[config.mk]
export PLATFORM = sky130hd
export DESIGN_NAME = gltc_config
export DESIGN_NICKNAME = d
export VERILOG_FILES = /design/src/gltc_pkg.sv /design/src/gltc_config.sv /design/src/gltc_reply_timer.sv
export VERILOG_INCLUDE_DIRS = /design/src /design/src/src
export SDC_FILE = /design/constraint.sdc
export NUM_CORES = 1
export LEC_CHECK = 0
export ABC_AREA = 1
export BUFFER_PORTS_ARGS = -buffer_cell sky130_fd_sc_hd__buf_2
export CORE_MARGIN = 2
export CORE_UTILIZATION = 34
export CTS_CLUSTER_SIZE = 12
export DETAILED_ROUTE_END_ITERATION = 12
export PLACE_DENSITY_LB_ADDON = 0.15
export SYNTH_ARGS = -nofsm -noshare
export SYNTH_HDL_FRONTEND = slang
export SYNTH_SLANG_ARGS = --single-unit
[constraint.sdc]
create_clock -name clock_i -period 1.8 [get_ports clock_i]
set_input_delay 0 -clock clock_i [delete_from_list [all_inputs] [get_ports clock_i]]
set_output_delay 0 -clock clock_i [all_outputs]
set_load 0.01 [all_outputs]
[src/gltc_map.svh]
`ifndef GLTC_MAP_SVH
`define GLTC_MAP_SVH
// register addresses
`define GLTC_ADDR_TX_SYMBOL_OPTIONS 6'h02
`define GLTC_ADDR_RX_LINK_OPTIONS   6'h03
`define GLTC_ADDR_CAL_PERIOD_HIGH   6'h04
`define GLTC_ADDR_CAL_PERIOD_LOW    6'h05
`define GLTC_ADDR_ACK_WAIT_TIME     6'h06
`define GLTC_ADDR_REPLY_TIMEOUT     6'h07
// reset values
`define GLTC_RST_TX_SYMBOL_OPTIONS  8'h32
`define GLTC_RST_RX_LINK_OPTIONS    8'hca
`define GLTC_RST_CAL_PERIOD_HIGH    8'h02
`define GLTC_RST_CAL_PERIOD_LOW     8'h9b
`define GLTC_RST_ACK_WAIT_TIME      8'h04
`define GLTC_RST_REPLY_TIMEOUT      8'h0f
`define GLTC_RST_AUTO_ACK_MODE      2'h0
// writable bit masks, reserved bits read zero
`define GLTC_MASK_TX_SYMBOL_OPTIONS 8'h37
`define GLTC_MASK_CAL_PERIOD_HIGH   8'hef
`define GLTC_MASK_PLACEHOLDER       8'h00
// field positions
`define GLTC_POS_DATA_ONE           4
`define GLTC_POS_LINK_FREQ          4
`define GLTC_POS_PREAMBLE_LONG      3
`define GLTC_POS_LO_SHIFTER         7
`define GLTC_POS_GAIN_DOUBLE        6
`define GLTC_POS_GAIN_ONEHALF       5
// timing, clock at 20 MHz (50 ns)
`define GLTC_CLK_PERIOD_NS          50
`define GLTC_TIMEOUT_STEP_NS        25600
`define GLTC_TIMEOUT_STEP_CYC       (`GLTC_TIMEOUT_STEP_NS / `GLTC_CLK_PERIOD_NS)
`define GLTC_TIMEOUT_EXT_NS         26200000
`define GLTC_TIMEOUT_EXT_CYC        (`GLTC_TIMEOUT_EXT_NS / `GLTC_CLK_PERIOD_NS)
`define GLTC_ACK_STEP_NS            3200
`define GLTC_ACK_STEP_CYC           (`GLTC_ACK_STEP_NS / `GLTC_CLK_PERIOD_NS)
`define GLTC_TIMEOUT_EXT_CODE       8'hff
`endif

[src/gltc_pkg.sv]
package gltc_pkg;
  typedef enum logic [2:0] {
    GLTC_TARI_6US25 = 3'b000,
    GLTC_TARI_12US5 = 3'b001,
    GLTC_TARI_25US  = 3'b010
  } gltc_tari_t;
  typedef enum logic [2:0] {
    GLTC_COD_FM0 = 3'b000,
    GLTC_COD_M2  = 3'b001,
    GLTC_COD_M4  = 3'b010,
    GLTC_COD_M8  = 3'b011
  } gltc_coding_t;
  typedef enum logic [1:0] {
    GLTC_ACK_NONE  = 2'b00,
    GLTC_ACK_AUTO  = 2'b01,
    GLTC_ACK_REQRN = 2'b10
  } gltc_ack_mode_t;
  typedef struct packed {
    logic [1:0]  data_one_len_sel;
    logic [2:0]  tari_sel;
    logic [3:0]  link_freq_sel;
    logic        preamble_long;
    logic [2:0]  rx_coding_sel;
    logic        lo_shifter_low_supply;
    logic        refl_indicator_gain_double;
    logic        refl_indicator_gain_onehalf;
    logic [11:0] cal_period;
    logic [7:0]  ack_wait_count;
    logic [7:0]  reply_timeout_count;
    logic [1:0]  auto_acknowledge_mode;
  } gltc_cfg_t;
  typedef struct packed {
    logic       we;
    logic       re;
    logic [5:0] addr;
    logic [7:0] wdata;
  } gltc_req_t;
endpackage

[src/gltc_config.sv]
`timescale 1ns/10ps
`include "gltc_map.svh"
// Behaviour
// - data-one length 1.50/1.66/1.83/2.00 Tari, reset 11
// - tari code 000/001/010 selects 6.25/12.5/25us
// - link frequency codes for 40 to 640 kHz
// - preamble bit long when set; short needs Miller4/8
// - receive coding FM0, Miller 2, 4, 8
// - cal period upper nibble high, low byte
// - cal period counts 0.1us steps, 4096 codes
// - top three high bits are analog adaptations
// - ack wait 3.2us steps, reset 4
// - reply timeout 25.6us steps, reset 15
// - timeout code 255 means 26.2 ms
// - interrupt when timeout beats tag preamble
// - timer starts when transmit ends with a nonzero timeout code
// - auto acknowledge mode none/auto/auto plus handle
module gltc_config #(
  parameter int STEP_CYC = `GLTC_TIMEOUT_STEP_CYC,
  parameter int EXT_CYC  = `GLTC_TIMEOUT_EXT_CYC
) (
  input  wire logic             clock_i,
  input  wire logic             arst_n_i,
  input  wire gltc_pkg::gltc_req_t req_i,
  input  wire logic [1:0]       auto_acknowledge_mode_i,
  input  wire logic             tx_done_i,
  input  wire logic             preamble_seen_i,
  output logic [7:0]            rdata_o,
  output logic                  rvalid_o,
  output gltc_pkg::gltc_cfg_t   cfg_o,
  output logic                  short_preamble_bad_o,
  output logic                  reply_timer_running_o,
  output logic                  no_reply_irq_o
);
  logic [7:0] tx_opt_reg, rx_opt_reg, cal_hi_reg, cal_lo_reg, ack_reg, tmo_reg;
  logic [7:0] rdata_reg, rdata_next;
  logic       rvalid_reg;
  logic [1:0] ack_mode_reg;

  function automatic logic hit(input logic [5:0] a, input logic [5:0] b);
    return a == b;
  endfunction

  wire wr_tx  = req_i.we && hit(req_i.addr, `GLTC_ADDR_TX_SYMBOL_OPTIONS);
  wire wr_rx  = req_i.we && hit(req_i.addr, `GLTC_ADDR_RX_LINK_OPTIONS);
  wire wr_chi = req_i.we && hit(req_i.addr, `GLTC_ADDR_CAL_PERIOD_HIGH);
  wire wr_clo = req_i.we && hit(req_i.addr, `GLTC_ADDR_CAL_PERIOD_LOW);
  wire wr_ack = req_i.we && hit(req_i.addr, `GLTC_ADDR_ACK_WAIT_TIME);
  wire wr_tmo = req_i.we && hit(req_i.addr, `GLTC_ADDR_REPLY_TIMEOUT);

  always_ff @(posedge clock_i or negedge arst_n_i) begin
    if (!arst_n_i) begin
      tx_opt_reg   <= `GLTC_RST_TX_SYMBOL_OPTIONS;
      rx_opt_reg   <= `GLTC_RST_RX_LINK_OPTIONS;
      cal_hi_reg   <= `GLTC_RST_CAL_PERIOD_HIGH;
      cal_lo_reg   <= `GLTC_RST_CAL_PERIOD_LOW;
      ack_reg      <= `GLTC_RST_ACK_WAIT_TIME;
      tmo_reg      <= `GLTC_RST_REPLY_TIMEOUT;
      ack_mode_reg <= `GLTC_RST_AUTO_ACK_MODE;
    end else begin
      if (wr_tx)
        tx_opt_reg <= req_i.wdata & `GLTC_MASK_TX_SYMBOL_OPTIONS;
      if (wr_rx)
        rx_opt_reg <= req_i.wdata;
      if (wr_chi)
        cal_hi_reg <= req_i.wdata & `GLTC_MASK_CAL_PERIOD_HIGH;
      if (wr_clo)
        cal_lo_reg <= req_i.wdata;
      if (wr_ack)
        ack_reg <= req_i.wdata;
      if (wr_tmo)
        tmo_reg <= req_i.wdata;
      if (auto_acknowledge_mode_i != 2'b11)
        ack_mode_reg <= auto_acknowledge_mode_i;
    end
  end

  always_comb begin
    rdata_next = 8'h00;
    unique case (req_i.addr)
      `GLTC_ADDR_TX_SYMBOL_OPTIONS: rdata_next = tx_opt_reg;
      `GLTC_ADDR_RX_LINK_OPTIONS:   rdata_next = rx_opt_reg;
      `GLTC_ADDR_CAL_PERIOD_HIGH:   rdata_next = cal_hi_reg;
      `GLTC_ADDR_CAL_PERIOD_LOW:    rdata_next = cal_lo_reg;
      `GLTC_ADDR_ACK_WAIT_TIME:     rdata_next = ack_reg;
      `GLTC_ADDR_REPLY_TIMEOUT:     rdata_next = tmo_reg;
      default:                      rdata_next = 8'h00;
    endcase
  end

  always_ff @(posedge clock_i or negedge arst_n_i) begin
    if (!arst_n_i) begin
      rdata_reg  <= 8'h00;
      rvalid_reg <= 1'b0;
    end else begin
      rvalid_reg <= req_i.re;
      if (req_i.re)
        rdata_reg <= rdata_next;
    end
  end
  assign rdata_o  = rdata_reg;
  assign rvalid_o = rvalid_reg;

  assign cfg_o.data_one_len_sel            = tx_opt_reg[5:4];
  assign cfg_o.tari_sel                    = tx_opt_reg[2:0];
  assign cfg_o.link_freq_sel               = rx_opt_reg[7:4];
  assign cfg_o.preamble_long               = rx_opt_reg[3];
  assign cfg_o.rx_coding_sel               = rx_opt_reg[2:0];
  assign cfg_o.lo_shifter_low_supply       = cal_hi_reg[7];
  assign cfg_o.refl_indicator_gain_double  = cal_hi_reg[6];
  assign cfg_o.refl_indicator_gain_onehalf = cal_hi_reg[5];
  assign cfg_o.cal_period                  = {cal_hi_reg[3:0], cal_lo_reg};
  assign cfg_o.ack_wait_count              = ack_reg;
  assign cfg_o.reply_timeout_count         = tmo_reg;
  assign cfg_o.auto_acknowledge_mode       = ack_mode_reg;

  // flags a short preamble paired with FM0 or Miller 2
  assign short_preamble_bad_o = !rx_opt_reg[3] &&
                                (rx_opt_reg[2:0] == 3'b000 || rx_opt_reg[2:0] == 3'b001);

  gltc_reply_timer #(
    .STEP_CYC(STEP_CYC),
    .EXT_CYC (EXT_CYC)
  ) u_timer (
    .clock_i        (clock_i),
    .arst_n_i       (arst_n_i),
    .timeout_code_i (tmo_reg),
    .tx_done_i      (tx_done_i),
    .preamble_seen_i(preamble_seen_i),
    .running_o      (reply_timer_running_o),
    .expired_o      (no_reply_irq_o)
  );
endmodule

[src/gltc_reply_timer.sv]
`timescale 1ns/10ps
`include "gltc_map.svh"
module gltc_reply_timer #(
  parameter int STEP_CYC = `GLTC_TIMEOUT_STEP_CYC,
  parameter int EXT_CYC  = `GLTC_TIMEOUT_EXT_CYC
) (
  input  wire logic       clock_i,
  input  wire logic       arst_n_i,
  input  wire logic [7:0] timeout_code_i,
  input  wire logic       tx_done_i,
  input  wire logic       preamble_seen_i,
  output logic            running_o,
  output logic            expired_o
);
  typedef enum logic [1:0] {
    GLTC_T_IDLE = 2'b00,
    GLTC_T_LIN  = 2'b01,
    GLTC_T_EXT  = 2'b10
  } gltc_tstate_t;
  gltc_tstate_t state_reg, state_next;
  logic [19:0] div_reg, div_next;
  logic [7:0]  step_reg, step_next;
  logic        exp_reg;
  wire         step_tick = (div_reg == 20'(STEP_CYC - 1));
  wire         ext_end   = (div_reg == 20'(EXT_CYC - 1));
  wire         lin_end   = step_tick && (step_reg == timeout_code_i - 8'h01);
  wire         fire      = (state_reg == GLTC_T_LIN && lin_end) ||
                           (state_reg == GLTC_T_EXT && ext_end);
  always_comb begin
    state_next = state_reg;
    div_next   = div_reg + 20'h1;
    step_next  = step_reg;
    unique case (state_reg)
      GLTC_T_IDLE: begin
        div_next = 20'h0;
      end
      GLTC_T_LIN: begin
        if (step_tick) begin
          div_next  = 20'h0;
          step_next = step_reg + 8'h01;
        end
      end
      GLTC_T_EXT: ;
      default: state_next = GLTC_T_IDLE;
    endcase
    if (fire || preamble_seen_i)
      state_next = GLTC_T_IDLE;
    if (tx_done_i && timeout_code_i != 8'h00) begin
      div_next   = 20'h0;
      step_next  = 8'h00;
      state_next = (timeout_code_i == `GLTC_TIMEOUT_EXT_CODE) ? GLTC_T_EXT
                                                               : GLTC_T_LIN;
    end
  end
  always_ff @(posedge clock_i or negedge arst_n_i) begin
    if (!arst_n_i) begin
      state_reg <= GLTC_T_IDLE;
      div_reg   <= 20'h0;
      step_reg  <= 8'h00;
      exp_reg   <= 1'b0;
    end else begin
      state_reg <= state_next;
      div_reg   <= div_next;
      step_reg  <= step_next;
      exp_reg   <= fire && !preamble_seen_i;
    end
  end
  assign running_o = (state_reg != GLTC_T_IDLE);
  assign expired_o = exp_reg;
endmodule

==> results of run 1 <==
-- logic make-up (layout without fill, tap and decap cells) --
family / count (synthesis) / after routing / synth area share, %
AO/OA/AOI/OAI: 82 / 82 / 10.4
buffers and inverters: 69 / 179 / 6.42
flip-flops: 86 / 86 / 48.7
AND/OR/NAND/NOR: 284 / 284 / 28.8
XOR/XNOR: 23 / 23 / 4.51
adder cells (fa/ha/maj): 4 / 4 / 1.12
-- how the worst max path moves through the flow --
stage,start,end,slack [ps]
after floorplan,tmo_reg[0]$_DFFE_PN1P_,u_timer.state_reg[0]$_DFFE_PN0P_,110
after global placement,tmo_reg[0]$_DFFE_PN1P_,u_timer.expired_o$_DFF_PN0_,70
after detailed placement,u_timer.div_reg[0]$_DFF_PN0_,u_timer.expired_o$_DFF_PN0_,30
after CTS,u_timer.div_reg[0]$_DFF_PN0_,u_timer.expired_o$_DFF_PN0_,10
after global routing,tmo_reg[1]$_DFFE_PN1P_,u_timer.state_reg[1]$_DFFE_PN0P_,-40
final,u_timer.div_reg[0]$_DFF_PN0_,u_timer.div_reg[18]$_DFF_PN0_,70
-- report_power, final --
| part | internal, W | total, W | switching [W] |
|---|---|---|---|
| sequential | 0.00213 | 0.00227 | 0.000143 |
| clock | 0.00123 | 0.00205 | 0.000820 |
| combinational | 0.000398 | 0.00100 | 0.000606 |
| total | 0.00375 | 0.00532 | 0.00157 |
-- critical path, cell delays in order (launching register included) --
cell	delay [ps]
dfrtp_1	370
ha_2	210
nand3_2	120
nor3_4	170
buf_4	180
nand3_2	100
o211ai_4	190
buf_12	220
nor2_2	60
-- per-stage QoR --
step,total power (W),setup WS [ps],hold slack (ps),TNS (ps)
3_5_place_dp,0.00324,33.2,-69.4,0
3_3_place_gp,0.00322,68.2,-75.6,0
2_1_floorplan,0.00283,109,-296,0
6_report,0.00532,74.6,21.7,0
4_1_cts,0.00533,14.2,1.40,0
5_1_grt,0.00562,-38.2,23.6,-67.5
-- final cells by class --
| cell class | instances | area share, % |
|---|---|---|
| inverters | 59 | 3.97 |
| multi-input cells | 393 | 36.7 |
| clock buffers | 10 | 4.06 |
| flip-flops and latches | 86 | 38.5 |
| well taps | 172 | 3.81 |
| clock inverters | 6 | 1.64 |
| repair buffers | 104 | 11.3 |
-- what timing repair did --
action	4_1_cts	5_1_grt
hold buffers	11	0
gates resized for setup	0	21
endpoints found under the setup margin	0	30
hold endpoints to repair	87	0
buffers inserted	0	5
-- layout by cell type, fill, tap and decap left out, drive strengths merged --
| cell | n |
|---|---|
| nand3 | 23 |
| a21oi | 8 |
| clkinvlp | 2 |
| and3 | 1 |
| xor2 | 17 |
| buf | 93 |
| clkbuf | 10 |
| nor4 | 2 |
| o21bai | 1 |
| nor2 | 54 |
| ha | 4 |
| nor3 | 16 |
| o21ai | 65 |
| dlygate4sd3 | 11 |
| xnor2 | 6 |
| o211ai | 1 |
| o21a | 1 |
| inv | 61 |
| dfstp | 18 |
| nand2 | 173 |
| bufinv | 2 |
| nand4 | 15 |
| dfrtp | 68 |
| a22oi | 6 |
-- metal layers --
metal  track usage [%]  vias to the layer above  share of wire, %
li1                  -                     1971                 -
met1              23.9                     1882                47
met2              29.1                       86                47
met3              4.78                        9               4.8
met4              5.80                        0               1.3
met5                 0                        -                 0
==> out/results.ini, run 1 <==
[power]
power_density_nw_per_um2=943
peakVddDrop_mv=0.455
p_leak_nw=2.69

[timing]
fmax_mhz=580
worst_clock_skew_ps=8.35
slew_headroom_pct=65.4
setup_viol=0
min_period_ps=1730
hold_viol_final=0
slew_viol_final=0
period_share_pct=95.9
rsz0062_at_grt=true
tightest_slew_ps=518

[clocking]
cts_tree=built
insertion_delay_ps=350
cts_made_buffers=9
clock_path_buffers=2
cts-root-buf=clkbuf_16
htreeDepth=3
cts.clk_slew.worst_paths_ps=70
clock_sinks=86

[drt]
wl_per_cell_um=14.6
via_per_inst=4.76
final_antenna_net_count=0
drc=0
drtPass1Iterations=5
vias=3948
drtIter0Drc=192
wirelength_um=12100

[synth]
ys_ff_latch=86
async_flop_share_pct=100
synth_area_leaders=dfrtp_1 38%, nand2_1 14%, dfstp_2 11%
synth_seq_area_share_pct=48.7
syn_avg_cell_area_um2=8.15
synthesis.nets=574
synth_top_cell_area_share_pct=38.1
syn-cell-area_um2=4460
synth_edf_count=0
ys.flop_type=dfrtp_1
synth_common_cells=171 x nand2_1, 68 x dfrtp_1, 58 x o21ai_0, 54 x inv_1, 32 x nor2_1
syn_inst=548
yosysTopAreaCell=dfrtp_1
yosys_warnings=0
synth_cell_types=33
synth_most_common_cell=nand2_1

[run]
max_cap_viol_count=0

[cells_and_area]
largest_reg_flops=20
regArea_um2=2170
fill_cells=1347
synthToLayoutAreaGrowth_pct=26.4
postLayoutCellArea_um2=5640
fin_nets=679
drive_above_1_share_pct=27.8
multi_input_comb_area_um2=2070
final_cells=830
diodes=0
final_util_pct=44.3

[floorplan]
pin_count=80
fp.dieH_um=119
start_util_pct=35.1
core_um2=12700
die_w_um=119
num_rows=41
dieArea_um2=14100

[global_routing]
antenna_found_initial=0
grt-ovfl-total=0
grt_usage_pct=18.2
grt_pass1_vias=3876
grt_pass1_wl_um=19900
grt_max_degree=46

[placed_design]
gp_congestion=0.842
place_area_um2=5100
numPortBuffers=79
dp_cells=798
post-dp-hpwl_um=9040

[critical_path]
worst_r2r_path_depth=8
critPathLaunchType=register
worstReg2RegStart=u_timer.div_reg[0]$_DFF_PN0_
regToRegSetupSlack_ps=70
cp_data_required_time_ps=2040
cp.arrival_ps=1960
reg2reg_to=u_timer.div_reg[18]$_DFF_PN0_
end_kind=register
worstSetupPathType=register to register
cp_max_fo=20

[run_status]
status=finished, final reports clean

[hold_path]
hp-class=input port to register
worstHoldPathCells=3
holdPathEnd=cal_lo_reg[1]$_DFFE_PN1P_
hp-start=req_i[1]

(Power assumes the default switching activity.)
==> run 2, diff against run 1 <==
--- a/config.mk
+++ b/config.mk
@@ -14,3 +14,2 @@
 export DETAILED_ROUTE_END_ITERATION = 12
-export PLACE_DENSITY_LB_ADDON = 0.15
 export SYNTH_ARGS = -nofsm -noshare
==> constraint.sdc (replaced) <==
create_clock -name clock_i -period 1.9 [get_ports clock_i]
set_input_delay 0.38 -clock clock_i [delete_from_list [all_inputs] [get_ports clock_i]]
set_output_delay 0.38 -clock clock_i [all_outputs]
set_load 0.01 [all_outputs]
==> out/results.ini, run 2 (synthesis gave the netlist of run 1 again) <==
[timing]
slew_headroom_pct=67.2
slew_viol_final=0
rsz0062_at_grt=false
tightest_slew_ps=488
holdWs_ps=204
hold_viol_final=0
setup_viol=0
fmax_mhz=556
period_share_pct=94.6
worst_clock_skew_ps=12.3
tns_ps=0
min_period_ps=1800

[critical_path]
cpMostUsedCell=nand3_2
cp_data_required_time_ps=2140
critPathLaunchType=register
slowest_stage=dfrtp_1
cp_max_fo=20
path_buf_inv=2
end_kind=register
cp.arrival_ps=2030
cp_cell_sequence=ha_1, nand3_2, nor3_4, buf_4, nand3_2, o211ai_4, buf_12, nor2_2
worstSetupPathType=register to register
cp_top_family=simple AND/OR/NAND/NOR gates
max_stage_delay_ps=380

[drt]
drtIter0Drc=333
via_per_inst=4.83
vias=3953
wirelength_um=11700
drtPass1Iterations=4
final_antenna_net_count=0
drc=0
wl_per_cell_um=14.3

[cells_and_area]
diodes=0
multi_input_comb_area_um2=2030
mostFrequentLayoutCell=nand2_1
regArea_um2=2170
largest_reg_flops=20
fill_cells=1306
drive_above_1_share_pct=26.3
synthToLayoutAreaGrowth_pct=22.0
final_util_pct=42.8
postLayoutCellArea_um2=5450
fin_nets=667
final_cell_mix=170 x nand2_1, 78 x buf_2, 68 x dfrtp_1, 57 x o21ai_0, 52 x inv_1

[floorplan]
fp.dieH_um=119
dieArea_um2=14100
pin_count=80
start_util_pct=35.1
die_w_um=119
core_um2=12700
num_rows=41

[hold_path]
hp-class=input port to register

[run_status]
status=finished, final reports clean

[clocking]
htreeDepth=3
clock_path_buffers=2
cts_tree=built
cts_made_buffers=9
clock_sinks=86
insertion_delay_ps=360
cts.clk_slew.worst_paths_ps=60
cts-root-buf=clkbuf_16

[placed_design]
place_area_um2=5110
gp_congestion=0.908
post-dp-hpwl_um=8700
numPortBuffers=79

[power]
p_leak_nw=2.62
power_density_nw_per_um2=869
peakVddDrop_mv=0.592

[global_routing]
antenna_found_initial=0
grt_max_degree=34
grt_pass1_vias=3832
grt_usage_pct=17.2
grt-ovfl-total=0
grt_pass1_wl_um=19000

[run]
max_cap_viol_count=0

[run 2: final cells by class]
class | instances | share of cell area, %
Sequential cell | 86 | 39.9
Multi-Input combinational cell | 393 | 37.3
Timing Repair Buffer | 92 | 9.60
Clock buffer | 9 | 4.13
Inverter | 59 | 4.07
Tap cell | 172 | 3.95
Clock inverter | 7 | 1.03
[run 2: final timing paths]
| kind | start | endpoint | slack (ps) | cells after the start |
|---|---|---|---|---|
| max reg2reg | u_timer.div_reg[0]$_DFF_PN0_ | u_timer.div_reg[17]$_DFF_PN0_ | 100 | 8 |
| min reg2reg | u_timer.div_reg[0]$_DFF_PN0_ | u_timer.div_reg[0]$_DFF_PN0_ | 470 | 1 |
| max in group asynchronous | arst_n_i | u_timer.div_reg[12]$_DFF_PN0_ | 690 | 3 |
| max | u_timer.div_reg[0]$_DFF_PN0_ | u_timer.div_reg[17]$_DFF_PN0_ | 100 | 8 |
| min in group asynchronous | arst_n_i | tx_opt_reg[0]$_DFFE_PN0P_ | 520 | 2 |
| min | preamble_seen_i | u_timer.expired_o$_DFF_PN0_ | 200 | 2 |
[run 2: power breakdown]
part,total [W],switching (W),internal (W)
logic,0.000896,0.000557,0.000339
clock network,0.00169,0.000785,0.000901
registers,0.00215,0.000139,0.00202
total,0.00474,0.00148,0.00326
[run 2: layer usage]
layer | global-route usage [%] | routed length, um
met2 | 27.5 | 5490
met1 | 22.1 | 5350
met3 | 4.68 | 629
met4 | 6.85 | 254
met5 | 0 | 0
[run 2: repair_timing]
item | in CTS | in global routing
buffers inserted | 0 | 2
hold buffers | 1 | 0
endpoints found under the hold margin | 19 | 0
resized for setup | 0 | 7
endpoints found under the setup margin | 0 | 30
[run 2: metrics by stage]
| step | setup slack [ps] | std cells | power (W) |
|---|---|---|---|
| finish | 102 | 818 | 0.00474 |
| global route | 5.37 | 818 | 0.00501 |
| CTS | 105 | 816 | 0.00478 |
| detailed placement | 110 | 799 | 0.00307 |
| global placement | 118 | 799 | 0.00305 |
| floorplan | 209 | 548 | 0.00268 |
==> run 3, diff against run 2 <==
==> constraint.sdc (replaced) <==
create_clock -name clock_i -period 1.9 [get_ports clock_i]
set_input_delay 0.19 -clock clock_i [delete_from_list [all_inputs] [get_ports clock_i]]
set_output_delay 0.19 -clock clock_i [all_outputs]
set_load 0.01 [all_outputs]
==> out/results.ini, run 3 (synthesis gave the netlist of run 1 again) <==
[clocking]
clock_sinks=86
insertion_delay_ps=350
cts_tree=built
clock_path_buffers=2
cts_made_buffers=9
cts-root-buf=clkbuf_16
cts.clk_slew.worst_paths_ps=60
htreeDepth=3

[critical_path]
cp.arrival_ps=2010
critPathLaunchType=register
cp_data_required_time_ps=2130
worstSetupPathType=register to register
cp_max_fo=6
end_kind=register

[power]
pwr-share-seq_pct=43.6
p_leak_nw=2.66
power_density_nw_per_um2=893
p_sw_share_pct=30.2
p_clk_share_pct=37.3
switchingPower_w=0.00149
combPwrFrac_pct=19.2
p_int_w=0.00345
peakVddDrop_mv=0.575

[floorplan]
pin_count=80
dieArea_um2=14100
num_rows=41
fp.dieH_um=119
core_um2=12700
start_util_pct=35.1
die_w_um=119

[cells_and_area]
synthToLayoutAreaGrowth_pct=24.0
final_util_pct=43.5
mostFrequentLayoutCell=nand2_1
fill_cells=1326
diodes=0
largest_reg_flops=20
final_cell_mix=168 x nand2_1, 78 x buf_2, 68 x dfrtp_1, 57 x o21ai_0, 53 x inv_1
multi_input_comb_area_um2=2070
drive_above_1_share_pct=26.9
fin_nets=668
regArea_um2=2170

[timing]
worst_clock_skew_ps=8.03
rsz0062_at_grt=false
slew_headroom_pct=65.2
setup_viol=0
hold_viol_final=0
period_share_pct=93.8
tns_ps=0
slew_viol_final=0
tightest_slew_ps=520
min_period_ps=1780
fmax_mhz=561

[run]
max_cap_viol_count=0

[drt]
drtIter0Drc=299
drc=0
vias=3921
wl_per_cell_um=14.4
final_antenna_net_count=0
wirelength_um=11800
drtPass1Iterations=5
via_per_inst=4.79

[global_routing]
grt_usage_pct=17.1
grt_max_degree=87
grt_pass1_vias=3671
grt_pass1_wl_um=19000
antenna_found_initial=0
grt-ovfl-total=0

[run_status]
status=finished, final reports clean

[placed_design]
gp_congestion=0.899
numPortBuffers=79
post-dp-hpwl_um=8520

[hold_path]
hp-class=input port to register

## run 3: final timing paths
check                                             start                           end  slack, ps  cells after the start
min                          auto_acknowledge_mode_i[1]   ack_mode_reg[0]$_DFFE_PN0P_         30                      2
min reg2reg                      rdata_o[4]$_DFFE_PN0P_        rdata_o[4]$_DFFE_PN0P_        480                      2
max                        u_timer.div_reg[0]$_DFF_PN0_  u_timer.div_reg[8]$_DFF_PN0_        120                      7
min in group asynchronous                      arst_n_i   ack_mode_reg[0]$_DFFE_PN0P_        410                      3
max reg2reg                u_timer.div_reg[0]$_DFF_PN0_  u_timer.div_reg[8]$_DFF_PN0_        120                      7
max in group asynchronous                      arst_n_i     cal_lo_reg[7]$_DFFE_PN1P_       1090                      3
## run 3: per-stage QoR
stage                     std cells  hold WS, ps  worst slack [ps]  total power, W  area [um^2]
after floorplan                 548         -106               209         0.00268         4460
after detailed placement        797          278              89.6         0.00307         5100
after CTS                       814         15.7              54.3         0.00494         5420
after global placement          797          265               164         0.00305         5100
final                           819         30.9               118         0.00495         5540
after global routing            819         25.3              8.96         0.00521         5540
## run 3: worst max-delay path, stage by stage (launching register included)
cell,delay [ps]
dfrtp_1,400
ha_4,170
nand3_4,90
nor3_4,300
nand3_2,140
o211ai_4,310
clkbuf_16,220
nor3_4,30
## run 3: repair_timing
item | in CTS | in global routing
gates resized for setup | 0 | 13
endpoints found under the setup margin | 0 | 13
setup buffers | 0 | 3
endpoints found under the hold margin | 68 | 0
hold buffers | 1 | 0
## run 3: final cells by class
class                      instances  share of cell area (%)
tap                              172                    3.89
inverter                          59                    4.00
clock inverter                     6                    1.24
timing repair buffer              93                    9.96
clock buffer                      10                    4.32
multi-input combinational        393                    37.3
sequential                        86                    39.3
## run 3: layer usage
layer  share of wire [%]  vias to the layer above  track usage (%)
met2                  46                      103             26.7
li1                    -                     1946                -
met3                 5.4                       16             4.49
met1                  47                     1856             23.1
met5                   0                        -                0
met4                 1.9                        0             5.73
## run 3: power groups by stage
stage          Combinational (W)  Sequential [W]  Clock (W)
2_1_floorplan           0.000457         0.00222          0
3_3_place_gp            0.000867         0.00218          0
3_5_place_dp            0.000885         0.00218          0
4_1_cts                 0.000891         0.00215    0.00189
5_1_grt                  0.00106         0.00218    0.00197
6_report                0.000948         0.00216    0.00184
